$ cat src/mq_pkg.sv
// Constants, types and helpers shared by the queue setup front end.
// Assumes one write clock domain; strap, slot and serial pin levels are synchronised in mq_front.
package mq_pkg;
  // ****************************************
  // Geometry
  // ****************************************
  localparam int NUM_Q = 4;
  localparam int HDR_BITS = 19;
  localparam int SET_BITS = 72;
  localparam int FIELD_W = 24;
  localparam int HDR_Q_LSB = SET_BITS - HDR_BITS;
  localparam int SLOT_W = 3;
  // ****************************************
  // Default load values
  // ****************************************
  localparam logic [23:0] DEPTH_X9 = 24'h004000;
  localparam logic [23:0] DEPTH_X18 = 24'h002000;
  localparam logic [23:0] OFS_LOW = 24'h000008;
  localparam logic [23:0] OFS_HIGH = 24'h000080;
  // ****************************************
  // Register map
  // ****************************************
  localparam logic [7:0] ADDR_STATUS = 8'h00;
  localparam logic [7:0] ADDR_CTRL = 8'h04;
  localparam logic [7:0] ADDR_DEPTH = 8'h08;
  localparam logic [7:0] ADDR_AE = 8'h0c;
  localparam logic [7:0] ADDR_AF = 8'h10;
  localparam logic [31:0] CTRL_RST = 32'h00000000;
  localparam int CTRL_HOLD_BIT = 0;
  localparam int CTRL_SEL_LSB = 2;

  typedef enum logic [1:0] {CFG_IDLE, CFG_SERIAL, CFG_DEFAULT, CFG_READY} cfg_state_t;

  function automatic logic [8:0] cfg_bits(input logic [2:0] q);
    return 9'(HDR_BITS + SET_BITS * int'(q));
  endfunction
endpackage

$ cat src/setup_load_if.sv
// Carries decoded queue setup sets from the serial loader to the store.
// Assumes both ends share the write clock.
`timescale 1ns/1ns
interface setup_load_if;
  logic valid;
  logic [1:0] idx;
  logic [23:0] depth;
  logic [23:0] ae;
  logic [23:0] af;
  logic [2:0] nq;
  logic done;
  modport src(output valid, idx, depth, ae, af, nq, done);
  modport dst(input valid, idx, depth, ae, af, nq, done);
endinterface

$ cat src/setup_loader.sv
// Serial setup stream decoder: header, then one 72-bit set per queue.
// Assumes shift pulses are already synchronised single-cycle strobes.
`timescale 1ns/1ns
module setup_loader (
  input wire logic clk, // Write clock
  input wire logic rst_n, // Async reset
  input wire logic clear, // Held in master reset
  input wire logic shift, // One accepted serial bit
  input wire logic bit_in, // Serial bit value
  setup_load_if.src lb // Decoded sets
);
  logic [71:0] sr_ff;
  logic [71:0] nxt_sr;
  logic [8:0] cnt_ff;
  logic [6:0] seg_ff;
  logic [1:0] idx_ff;
  logic hdr_ff;
  logic last_seg;
  logic take;

  assign nxt_sr = {bit_in, sr_ff[71:1]};
  assign last_seg = hdr_ff && (seg_ff == 7'(mq_pkg::SET_BITS - 1));
  assign take = shift && !lb.done && !clear;

  always_ff @(posedge clk or negedge rst_n) begin
    if (!rst_n) begin
      sr_ff <= '0;
      cnt_ff <= 9'h000;
      seg_ff <= 7'h00;
      idx_ff <= 2'h0;
      hdr_ff <= 1'b0;
      lb.nq <= 3'h0;
      lb.done <= 1'b0;
    end else if (clear) begin
      cnt_ff <= 9'h000;
      seg_ff <= 7'h00;
      idx_ff <= 2'h0;
      hdr_ff <= 1'b0;
      lb.nq <= 3'h0;
      lb.done <= 1'b0;
    end else if (take) begin
      sr_ff <= nxt_sr;
      cnt_ff <= cnt_ff + 9'h001;
      if (!hdr_ff) begin
        if (cnt_ff == 9'(mq_pkg::HDR_BITS - 1)) begin
          hdr_ff <= 1'b1;
          lb.nq <= {1'b0, nxt_sr[mq_pkg::HDR_Q_LSB +: 2]} + 3'h1;
        end
      end else begin
        seg_ff <= last_seg ? 7'h00 : seg_ff + 7'h01;
      end
      if (last_seg) begin
        idx_ff <= idx_ff + 2'h1;
      end
      if (hdr_ff && (cnt_ff + 9'h001 == mq_pkg::cfg_bits(lb.nq))) begin
        lb.done <= 1'b1;
      end
    end
  end

  always_ff @(posedge clk or negedge rst_n) begin
    if (!rst_n) begin
      lb.valid <= 1'b0;
      lb.idx <= 2'h0;
      lb.depth <= 24'h000000;
      lb.ae <= 24'h000000;
      lb.af <= 24'h000000;
    end else begin
      lb.valid <= take && last_seg;
      lb.idx <= idx_ff;
      lb.depth <= nxt_sr[23:0];
      lb.ae <= nxt_sr[47:24];
      lb.af <= nxt_sr[71:48];
    end
  end
endmodule

$ cat src/wr_queue_select.sv
// Write queue selection pipeline and write gating for the shared write port.
// Assumes the queue full vector is from storage logic on the same clock.
`timescale 1ns/1ns
module wr_queue_select (
  input wire logic clk, // Write clock
  input wire logic rst_n, // Async reset
  input wire logic enable, // Setup complete
  input wire logic capture, // Address capture strobe
  input wire logic [4:0] addr, // Write queue address
  input wire logic [2:0] slot, // Device slot pins
  input wire logic wr_en_n, // Write enable, low active
  input wire logic hold, // Software write hold
  input wire logic [3:0] queue_full, // Per queue full
  output logic full_flag, // Selected queue full
  output logic owned, // This device holds the port
  output logic [1:0] act_q, // Queue taking writes
  output logic push, // Write accepted
  output logic [1:0] push_q // Queue of accepted write
);
  logic ph_ff;
  logic new_own_ff;
  logic [1:0] new_q_ff;
  logic sel_any;
  logic sel_hit;
  logic wr_go;

  // Address pulses before setup completes are ignored
  assign sel_any = enable && capture;
  assign sel_hit = sel_any && (addr[4:2] == slot);
  assign wr_go = enable && !wr_en_n && !hold && owned && !queue_full[act_q];

  always_ff @(posedge clk or negedge rst_n) begin
    if (!rst_n) begin
      ph_ff <= 1'b0;
      new_q_ff <= 2'h0;
      new_own_ff <= 1'b0;
    end else begin
      ph_ff <= sel_any;
      if (sel_any) begin
        new_q_ff <= addr[1:0];
        new_own_ff <= sel_hit;
      end
    end
  end

  // Active queue switches one edge late so two writes still reach the old one
  always_ff @(posedge clk or negedge rst_n) begin
    if (!rst_n) begin
      act_q <= 2'h0;
      owned <= 1'b0;
      full_flag <= 1'b1;
    end else if (!enable) begin
      owned <= 1'b0;
      full_flag <= 1'b1;
    end else if (ph_ff) begin
      act_q <= new_q_ff;
      owned <= new_own_ff;
      full_flag <= new_own_ff ? queue_full[new_q_ff] : 1'b1;
    end else begin
      full_flag <= owned ? queue_full[act_q] : 1'b1;
    end
  end

  always_ff @(posedge clk or negedge rst_n) begin
    if (!rst_n) begin
      push <= 1'b0;
      push_q <= 2'h0;
    end else begin
      push <= wr_go;
      push_q <= act_q;
    end
  end
endmodule

$ cat src/mq_front.sv
// Queue setup and write-select front end of a four queue flow-control device.
// Assumes APB master on CLOCK; strap, slot and serial pins are asynchronous.
//
// The placing of the registers and register access over APB were left to the implementer.
`timescale 1ns/1ns
// Contract
// - Low default select waits for serial stream
// - One setup set per queue, four sets
// - Stream is 19 plus 72 per queue
// - Sample serial bit when enable low
// - Done output mirrors input enable after setup
// - Serial output follows input after setup
// - Chain needs n times device bits
// - Default mode: no serial, four equal queues
// - Default depth by port width, scaled
// - Offset preset picks 8 or 128
// - Default load signals done falling
// - Capture edge takes write queue address
// - Selection persists until next selection
// - Full flag follows new queue next edge
// - Two writes to old queue, then new
// - No write into a full queue
// - Five bit address, slot match upper three
// - Strobe selects flag bus owner by slot
// - No writes until setup finished
module mq_front #(
  parameter int DATA_W = 18,
  parameter int MEM_SCALE = 1
) (
  input wire logic CLOCK, // Write clock, 10 MHz
  input wire logic NRST, // Async reset, low
  input wire logic PSEL, // APB select
  input wire logic PENABLE, // APB access phase
  input wire logic PWRITE, // APB direction
  input wire logic [7:0] PADDR, // APB byte address
  input wire logic [31:0] PWDATA, // APB write data
  output logic [31:0] PRDATA, // APB read data
  output logic PREADY, // APB ready
  output logic PSLVERR, // APB error
  input wire logic MASTER_RESET_N, // Master reset pin
  input wire logic DEFAULT_LOAD_SELECT, // Strap: default load
  input wire logic OFFSET_PRESET_SELECT, // Strap: offset preset
  input wire logic PORT_WIDE18, // Strap: a port is 18 wide
  input wire logic DEVICE_SLOT_BIT0, // Slot pin 0
  input wire logic DEVICE_SLOT_BIT1, // Slot pin 1
  input wire logic DEVICE_SLOT_BIT2, // Slot pin 2
  input wire logic CFG_SCLK, // Serial clock pin
  input wire logic CFG_SI, // Serial data in
  input wire logic CFG_SHIFT_ENABLE_IN_N, // Serial enable in
  output logic CFG_SO, // Serial data out
  output logic CFG_CHAIN_DONE_OUT_N, // Chain done out
  output logic CFG_READY, // Setup complete
  input wire logic [4:0] WR_QUEUE_ADDR, // Write queue address
  input wire logic WR_ADDR_CAPTURE, // Address capture
  input wire logic WR_EN_N, // Write enable, low
  input wire logic [DATA_W-1:0] WR_DATA_IN, // Write data
  input wire logic ALMOST_FULL_BUS_STROBE, // Flag bus strobe
  input wire logic [3:0] QUEUE_FULL, // Per queue full
  input wire logic [3:0] QUEUE_ALMOST_FULL, // Per queue almost full
  output logic FULL_FLAG, // Selected queue full
  output logic [3:0] ALMOST_FULL_FLAG, // Flag bus value
  output logic ALMOST_FULL_FLAG_OE, // Flag bus drive
  output logic PUSH_VALID, // Write to queue
  output logic [1:0] PUSH_QUEUE, // Target queue
  output logic [DATA_W-1:0] PUSH_DATA // Data to queue
);
  // ****************************************
  // Parameter checks
  // ****************************************
  if (DATA_W != 9 && DATA_W != 18) begin : g_bad_w
    $error("DATA_W must be 9 or 18");
  end
  if (MEM_SCALE != 1 && MEM_SCALE != 2 && MEM_SCALE != 4) begin : g_bad_s
    $error("MEM_SCALE must be 1, 2 or 4");
  end

  // ****************************************
  // Pin synchronisers
  // ****************************************
  logic [9:0] pin_s1_ff;
  logic [9:0] pin_s2_ff;
  logic sclk_d_ff;
  logic mrn_d_ff;
  logic mrn_s;
  logic sclk_s;
  logic si_s;
  logic cfg_shift_enable_in_n_s;
  logic [2:0] slot_s;
  logic sclk_rise;

  always_ff @(posedge CLOCK or negedge NRST) begin
    if (!NRST) begin
      pin_s1_ff <= 10'h000;
      pin_s2_ff <= 10'h000;
      sclk_d_ff <= 1'b0;
      mrn_d_ff <= 1'b0;
    end else begin
      pin_s1_ff <= {MASTER_RESET_N, DEFAULT_LOAD_SELECT, OFFSET_PRESET_SELECT,
                    PORT_WIDE18, DEVICE_SLOT_BIT2, DEVICE_SLOT_BIT1,
                    DEVICE_SLOT_BIT0, CFG_SCLK, CFG_SI, CFG_SHIFT_ENABLE_IN_N};
      pin_s2_ff <= pin_s1_ff;
      sclk_d_ff <= sclk_s;
      mrn_d_ff <= mrn_s;
    end
  end

  assign mrn_s = pin_s2_ff[9];
  assign slot_s = pin_s2_ff[5:3];
  assign sclk_s = pin_s2_ff[2];
  assign si_s = pin_s2_ff[1];
  assign cfg_shift_enable_in_n_s = pin_s2_ff[0];
  assign sclk_rise = sclk_s && !sclk_d_ff;

  // ****************************************
  // Master reset sequencing
  // ****************************************
  mq_pkg::cfg_state_t state_ff;
  logic dfm_ff;
  logic df_ff;
  logic wide_ff;
  logic [1:0] def_idx_ff;
  logic [2:0] nq_ff;
  logic ready;
  logic shift;
  setup_load_if lb ();

  assign ready = (state_ff == mq_pkg::CFG_READY);
  // Serial bits only count outside default mode
  assign shift = (state_ff == mq_pkg::CFG_SERIAL) && sclk_rise && !cfg_shift_enable_in_n_s;

  // Straps are caught by the clock while master reset is low
  always_ff @(posedge CLOCK or negedge NRST) begin
    if (!NRST) begin
      state_ff <= mq_pkg::CFG_IDLE;
      dfm_ff <= 1'b0;
      df_ff <= 1'b0;
      wide_ff <= 1'b0;
      def_idx_ff <= 2'h0;
    end else if (!mrn_s) begin
      state_ff <= mq_pkg::CFG_IDLE;
      dfm_ff <= pin_s2_ff[8];
      df_ff <= pin_s2_ff[7];
      wide_ff <= pin_s2_ff[6];
      def_idx_ff <= 2'h0;
    end else begin
      case (state_ff)
        mq_pkg::CFG_IDLE: begin
          if (!mrn_d_ff) begin
            state_ff <= dfm_ff ? mq_pkg::CFG_DEFAULT : mq_pkg::CFG_SERIAL;
          end
        end
        mq_pkg::CFG_SERIAL: begin
          if (lb.done) begin
            state_ff <= mq_pkg::CFG_READY;
          end
        end
        mq_pkg::CFG_DEFAULT: begin
          def_idx_ff <= def_idx_ff + 2'h1;
          if (def_idx_ff == 2'(mq_pkg::NUM_Q - 1)) begin
            state_ff <= mq_pkg::CFG_READY;
          end
        end
        default: begin
          state_ff <= mq_pkg::CFG_READY;
        end
      endcase
    end
  end

  setup_loader u_loader (
    .clk(CLOCK),
    .rst_n(NRST),
    .clear(state_ff == mq_pkg::CFG_IDLE),
    .shift(shift),
    .bit_in(si_s),
    .lb(lb.src)
  );

  // ****************************************
  // Setup register sets
  // ****************************************
  logic [23:0] depth_mem [mq_pkg::NUM_Q];
  logic [23:0] ae_mem [mq_pkg::NUM_Q];
  logic [23:0] af_mem [mq_pkg::NUM_Q];
  logic [23:0] def_depth;
  logic [23:0] def_ofs;

  assign def_depth = 24'((wide_ff ? mq_pkg::DEPTH_X18 : mq_pkg::DEPTH_X9) * MEM_SCALE);
  assign def_ofs = df_ff ? mq_pkg::OFS_HIGH : mq_pkg::OFS_LOW;

  always_ff @(posedge CLOCK or negedge NRST) begin
    if (!NRST) begin
      for (int i = 0; i < mq_pkg::NUM_Q; i++) begin
        depth_mem[i] <= 24'h000000;
        ae_mem[i] <= 24'h000000;
        af_mem[i] <= 24'h000000;
      end
    end else if (state_ff == mq_pkg::CFG_DEFAULT) begin
      depth_mem[def_idx_ff] <= def_depth;
      ae_mem[def_idx_ff] <= def_ofs;
      af_mem[def_idx_ff] <= def_ofs;
    end else if (lb.valid) begin
      depth_mem[lb.idx] <= lb.depth;
      ae_mem[lb.idx] <= lb.ae;
      af_mem[lb.idx] <= lb.af;
    end
  end

  always_ff @(posedge CLOCK or negedge NRST) begin
    if (!NRST) begin
      nq_ff <= 3'h0;
    end else if (state_ff == mq_pkg::CFG_DEFAULT) begin
      nq_ff <= 3'(mq_pkg::NUM_Q);
    end else if (state_ff == mq_pkg::CFG_SERIAL) begin
      nq_ff <= lb.nq;
    end
  end

  // ****************************************
  // Serial chain outputs
  // ****************************************
  // Both outputs lag the pins by the synchroniser depth plus the output register
  always_ff @(posedge CLOCK or negedge NRST) begin
    if (!NRST) begin
      CFG_CHAIN_DONE_OUT_N <= 1'b1;
      CFG_SO <= 1'b0;
      CFG_READY <= 1'b0;
    end else begin
      CFG_CHAIN_DONE_OUT_N <= ready ? cfg_shift_enable_in_n_s : 1'b1;
      CFG_SO <= ready ? si_s : 1'b0;
      CFG_READY <= ready;
    end
  end

  // ****************************************
  // Write port
  // ****************************************
  logic [31:0] ctrl_ff;
  logic owned;
  logic [1:0] act_q;
  logic push;
  logic [1:0] push_q;

  wr_queue_select u_wsel (
    .clk(CLOCK),
    .rst_n(NRST),
    .enable(ready),
    .capture(WR_ADDR_CAPTURE),
    .addr(WR_QUEUE_ADDR),
    .slot(slot_s),
    .wr_en_n(WR_EN_N),
    .hold(ctrl_ff[mq_pkg::CTRL_HOLD_BIT]),
    .queue_full(QUEUE_FULL),
    .full_flag(FULL_FLAG),
    .owned(owned),
    .act_q(act_q),
    .push(push),
    .push_q(push_q)
  );

  always_ff @(posedge CLOCK or negedge NRST) begin
    if (!NRST) begin
      PUSH_DATA <= '0;
    end else begin
      PUSH_DATA <= WR_DATA_IN;
    end
  end

  assign PUSH_VALID = push;
  assign PUSH_QUEUE = push_q;

  // ****************************************
  // Almost-full flag bus
  // ****************************************
  always_ff @(posedge CLOCK or negedge NRST) begin
    if (!NRST) begin
      ALMOST_FULL_FLAG_OE <= 1'b0;
      ALMOST_FULL_FLAG <= 4'h0;
    end else begin
      if (!WR_ADDR_CAPTURE && ALMOST_FULL_BUS_STROBE) begin
        ALMOST_FULL_FLAG_OE <= ready && (WR_QUEUE_ADDR[4:2] == slot_s);
      end
      ALMOST_FULL_FLAG <= QUEUE_ALMOST_FULL;
    end
  end

  // ****************************************
  // APB slave
  // ****************************************
  logic [31:0] rd_word;
  logic [1:0] set_sel;

  function automatic logic mapped(input logic [7:0] a);
    return a == mq_pkg::ADDR_STATUS || a == mq_pkg::ADDR_CTRL ||
           a == mq_pkg::ADDR_DEPTH || a == mq_pkg::ADDR_AE || a == mq_pkg::ADDR_AF;
  endfunction

  assign set_sel = ctrl_ff[mq_pkg::CTRL_SEL_LSB +: 2];
  assign PREADY = 1'b1;
  assign PSLVERR = PSEL && PENABLE && !mapped(PADDR);

  always_comb begin
    rd_word = 32'h00000000;
    if (PADDR == mq_pkg::ADDR_STATUS) begin
      rd_word = {21'h000000, FULL_FLAG, owned, act_q, nq_ff, wide_ff, df_ff, dfm_ff, ready};
    end else if (PADDR == mq_pkg::ADDR_CTRL) begin
      rd_word = ctrl_ff;
    end else if (PADDR == mq_pkg::ADDR_DEPTH) begin
      rd_word = {8'h00, depth_mem[set_sel]};
    end else if (PADDR == mq_pkg::ADDR_AE) begin
      rd_word = {8'h00, ae_mem[set_sel]};
    end else if (PADDR == mq_pkg::ADDR_AF) begin
      rd_word = {8'h00, af_mem[set_sel]};
    end
  end

  // Read data is latched in the setup phase, so every access is zero wait
  always_ff @(posedge CLOCK or negedge NRST) begin
    if (!NRST) begin
      PRDATA <= 32'h00000000;
    end else if (PSEL && !PENABLE && !PWRITE) begin
      PRDATA <= rd_word;
    end
  end

  always_ff @(posedge CLOCK or negedge NRST) begin
    if (!NRST) begin
      ctrl_ff <= mq_pkg::CTRL_RST;
    end else if (PSEL && PENABLE && PWRITE && PADDR == mq_pkg::ADDR_CTRL) begin
      ctrl_ff <= PWDATA & 32'h0000000d;
    end
  end
endmodule

$ cat config.mk
export PLATFORM = sky130hd
export DESIGN_NAME = mq_front
export DESIGN_NICKNAME = d
export VERILOG_FILES = /design/src/mq_pkg.sv /design/src/setup_load_if.sv /design/src/setup_loader.sv /design/src/wr_queue_select.sv /design/src/mq_front.sv
export SDC_FILE = /design/constraint.sdc
export NUM_CORES = 1
export LEC_CHECK = 0
export ABC_AREA = 1
export BUFFER_PORTS_ARGS = -buffer_cell sky130_fd_sc_hd__buf_2
export CAP_MARGIN = 20
export CORE_MARGIN = 4
export CORE_UTILIZATION = 50
export CTS_BUF_LIST = sky130_fd_sc_hd__clkbuf_8
export CTS_CLUSTER_SIZE = 28
export DETAILED_ROUTE_END_ITERATION = 6
export PLACE_DENSITY_LB_ADDON = 0.3
export SLEW_MARGIN = 20
export SYNTH_ARGS = -nofsm -noshare
export SYNTH_HDL_FRONTEND = slang
export SYNTH_SLANG_ARGS = --single-unit
$ cat constraint.sdc
create_clock -name CLOCK -period 2.95 [get_ports CLOCK]
set_input_delay 0.4425 -clock CLOCK [delete_from_list [all_inputs] [get_ports CLOCK]]
set_output_delay 0.4425 -clock CLOCK [all_outputs]
set_load 0.05 [all_outputs]
==> load_flow_metrics.sql <==
INSERT INTO impl_metrics (metric_group, metric, value, unit) VALUES
('final_layout', 'area_growth', '13.3', '%'),
('die', 'placeableCoreArea', '47800', 'um2'),
('final_layout', 'layout_common_cells', 'nand2_1 (684), dfrtp_1 (549), o21ai_0 (251)', ''),
('final_layout', 'post_layout_nonfiller_instances', '3485', ''),
('critical_path', 'timing_worst_setup_path_type', 'flip-flop to flip-flop', ''),
('cts', 'cts_tree', 'yes', ''),
('sta', 'timing.hold.ws', '0.0433', 'ns'),
('sta', 'finalCritPeriodShare', '83.3', '%'),
('place', 'routabilityCongestion', '0.909', ''),
('grt', 'overflow', '0', ''),
('final_layout', 'final.fill_count', '4203', ''),
('cts', 'max-clock-path-buffers', '3', ''),
('cts', 'clock_sink_count', '553', ''),
('final_layout', 'n_antenna_cell', '0', ''),
('routing', 'final_antenna_net_count', '0', ''),
('power', 'vdd_ir_drop_max', '0.553', 'mV'),
('critical_path', 'timing.critical_path.slowest_stage_cell', 'buf_4', ''),
('routing', 'detail_route.wirelength', '70200', 'um'),
('run', 'count_of_max_cap_constraint_violations', '0', ''),
('routing', 'detailedRoute.firstPassIterationCount', '5', ''),
('logic_synthesis', 'synth_enable_flop_cells', '0', ''),
('power', 'p_per_area', '628', 'nW/um2'),
('place', 'placedCellCount', '3290', ''),
('final_layout', 'design.final.nets', '2906', ''),
('critical_path', 'path_depth', '10', ''),
('final_layout', 'mostFrequentLayoutCell', 'nand2_1', ''),
('logic_synthesis', 'netlist.top_cell.by_area', 'dfrtp_1', ''),
('grt', 'grt_max_degree', '126', ''),
('cts', 'clk_pin_slew', '0.06', 'ns'),
('critical_path', 'worstPathRequired', '3.46', 'ns'),
('sta', 'fin_crit', '2.46', 'ns'),
('die', 'io-pin-count', '153', ''),
('outcome', 'status', 'completed', ''),
('logic_synthesis', 'syn-instance-count', '2705', ''),
('routing', 'via_to_cell_ratio', '5.88', ''),
('critical_path', 'crit_buf_inv', '4', ''),
('sta', 'setup-violations-final', '0', ''),
('sta', 'worst_slack_setup_final', '0.493', 'ns'),
('critical_path', 'cp.arrival', '2.96', 'ns'),
('logic_synthesis', 'number_of_warning_messages_in_the_yosys_log', '0', ''),
('die', 'initial_standard_cell_utilization_of_the_core', '50.6', '%'),
('grt', 'first_global_vias', '20600', ''),
('power', 'static-leakage-power', '13.3', 'nW'),
('logic_synthesis', 'synth.ff_latch_count', '553', ''),
('cts', 'clock_tree.htree_level_count', '3', ''),
('sta', 'setup_total_negative_slack', '0', 'ns'),
('sta', 'rsz0062_at_grt', 'no', ''),
('cts', 'clock_insertion_delay_at_the_later_pin_of_the_skew_report', '0.67', 'ns'),
('critical_path', 'r2r.worst_path.cells', '10', ''),
('sta', 'relSlewSlack', '27.7', '%'),
('sta', 'slew_violations', '0', ''),
('logic_synthesis', 'synth_sequential_area_ratio', '57.1', '%'),
('critical_path', 'worst_path_dominant_cell_family', 'buffers and inverters', ''),
('logic_synthesis', 'asyncSetResetFlopFracSynth', '100', '%'),
('cts', 'cts-root-buf', 'clkbuf_8', ''),
('place', 'detailedPlace.worstSlack', '0.569', 'ns'),
('logic_synthesis', 'most_area_consuming_cells_after_synthesis', 'dfrtp_1 (57%), nand2_1 (11%), o21ai_0 (5.2%)', ''),
('logic_synthesis', 'mappedNetlistArea', '24200', 'um2'),
('logic_synthesis', 'synth.top_cell.area_share', '56.9', '%'),
('routing', 'drtIter0Drc', '2071', ''),
('hold_path', 'worst_hold_path.num_cells', '3', ''),
('die', 'design.die.area', '52000', 'um2'),
('die', 'fp.dieH', '228', 'um'),
('routing', 'route.detailed.wl_per_inst', '20.1', 'um'),
('sta', 'max_freq', '407', 'MHz'),
('cts', 'cts-buffers-inserted', '90', ''),
('sta', 'timing_worst_slew_pin_value', '1.08', 'ns'),
('critical_path', 'category_of_the_worst_setup_path_launch_point', 'flip-flop', ''),
('logic_synthesis', 'ys_dominant_reg_cell', 'dfrtp_1', ''),
('critical_path', 'timing.critical_path.cells', 'inv_1, ha_1, buf_4, nand2_2, buf_4, inv_1, nand2_1, o21ai_0, nand2_1, o21ai_0', ''),
('critical_path', 'critical_path_peak_fanout', '44', '');
==> where the power goes <==
part | internal [mW] | total (mW) | leakage, nW | switching [mW]
Sequential | 7.89 | 8.09 | 7.55 | 0.203
Clock | 3.55 | 6.56 | 1.05 | 3.01
Combinational | 0.638 | 2.58 | 4.67 | 1.94
==> final timing paths <==
| path | startpoint | end | slack, ns |
|---|---|---|---|
| max | state_ff[0] | af_mem[55] | 0.49 |
| min | PWDATA[0] | ctrl_ff[0] | 0.04 |
| max reg2reg | state_ff[0] | af_mem[55] | 0.49 |
| min reg2reg | pin_s1_ff[8] | pin_s2_ff[8] | 0.35 |
| max in group asynchronous | NRST | ae_mem[89] | 1.63 |
| min in group asynchronous | NRST | depth_mem[61] | 0.43 |
==> kinds of logic (layout without fill, tap and decap cells) <==
| logic type | Yosys count | in the layout | synth area share [%] |
|---|---|---|---|
| XOR/XNOR | 6 | 6 | 0.217 |
| adder cells (fa/ha/maj) | 13 | 13 | 0.672 |
| buffers and inverters | 367 | 525 | 7.21 |
| other | 2 | 9 | 0.0310 |
| flip-flops | 553 | 553 | 57.1 |
| AND/OR/NAND/NOR | 1216 | 1216 | 22.4 |
| multiplexers | 2 | 2 | 0.0930 |
| AO/OA/AOI/OAI | 546 | 546 | 12.3 |
==> synth_stat cells (all sizes together) (3+ instances only) <==
| cell type | instances |
|---|---|
| ha | 13 |
| a31oi | 6 |
| o21a | 5 |
| a21oi | 115 |
| o221ai | 4 |
| o22ai | 13 |
| nor3 | 6 |
| nand4 | 168 |
| nor4 | 3 |
| a2bb2oi | 7 |
| o21ai | 348 |
| inv | 159 |
| xnor2 | 3 |
| dfrtp | 551 |
| o311ai | 5 |
| or2 | 3 |
| nor2 | 114 |
| nand3b | 5 |
| o211ai | 35 |
| clkbuf | 47 |
| xor2 | 3 |
| nand2 | 692 |
| nand3 | 225 |
| buf | 161 |
==> tightest hold or removal path, stage by stage <==
cell     delay (ns)
buf_2          0.10
inv_1          0.05
o21ai_1        0.06
==> per-stage QoR <==
stage | total power, mW | cell area (um2) | utilization [%]
after floorplan | 9.81 | 24200 | -
after global placement | 10.6 | 25300 | 52.9
after detailed placement | 10.7 | 25300 | 52.9
after CTS | 17.3 | 27400 | 57.3
after global routing | 18.0 | 27400 | 57.3
final | 17.2 | 27400 | 57.3
==> area by class of cell <==
| class | count | area [um2] | area share (%) |
|---|---|---|---|
| Multi-Input combinational cell | 1792 | 8690 | 31.7 |
| Timing Repair Buffer | 208 | 1740 | 6.35 |
| Sequential cell | 553 | 13800 | 50.5 |
| Tap cell | 615 | 769 | 2.80 |
| Inverter | 159 | 607 | 2.21 |
| Clock inverter | 47 | 250 | 0.912 |
| Clock buffer | 111 | 1530 | 5.57 |
==> state kept, by name, summed over array words and instances, names as in the netlist, 18 cells and up <==
signal             count
PRDATA                24
ae_mem                96
u_loader.lb.ae        24
PUSH_DATA             18
af_mem                96
u_loader.sr_ff        71
depth_mem             96
u_loader.lb.af        24
u_loader.lb.depth     24
==> layer usage <==
layer	up-vias	wire, um	part of all wire [%]	track usage, %
li1	9308	-	-	-
met1	10000	29000	41	36.7
met2	996	32600	46	42.3
met3	157	6720	9.6	5.84
met4	0	1900	2.7	9.95
met5	-	0	0	0
==> timing repair <==
item | CTS | global route
hold endpoints to repair | 105 | 0
setup endpoints to repair | 0 | 0
hold buffers | 37 | 0
gates resized for setup | 0 | 0
Note: power is estimated with default switching activity, not from simulation.
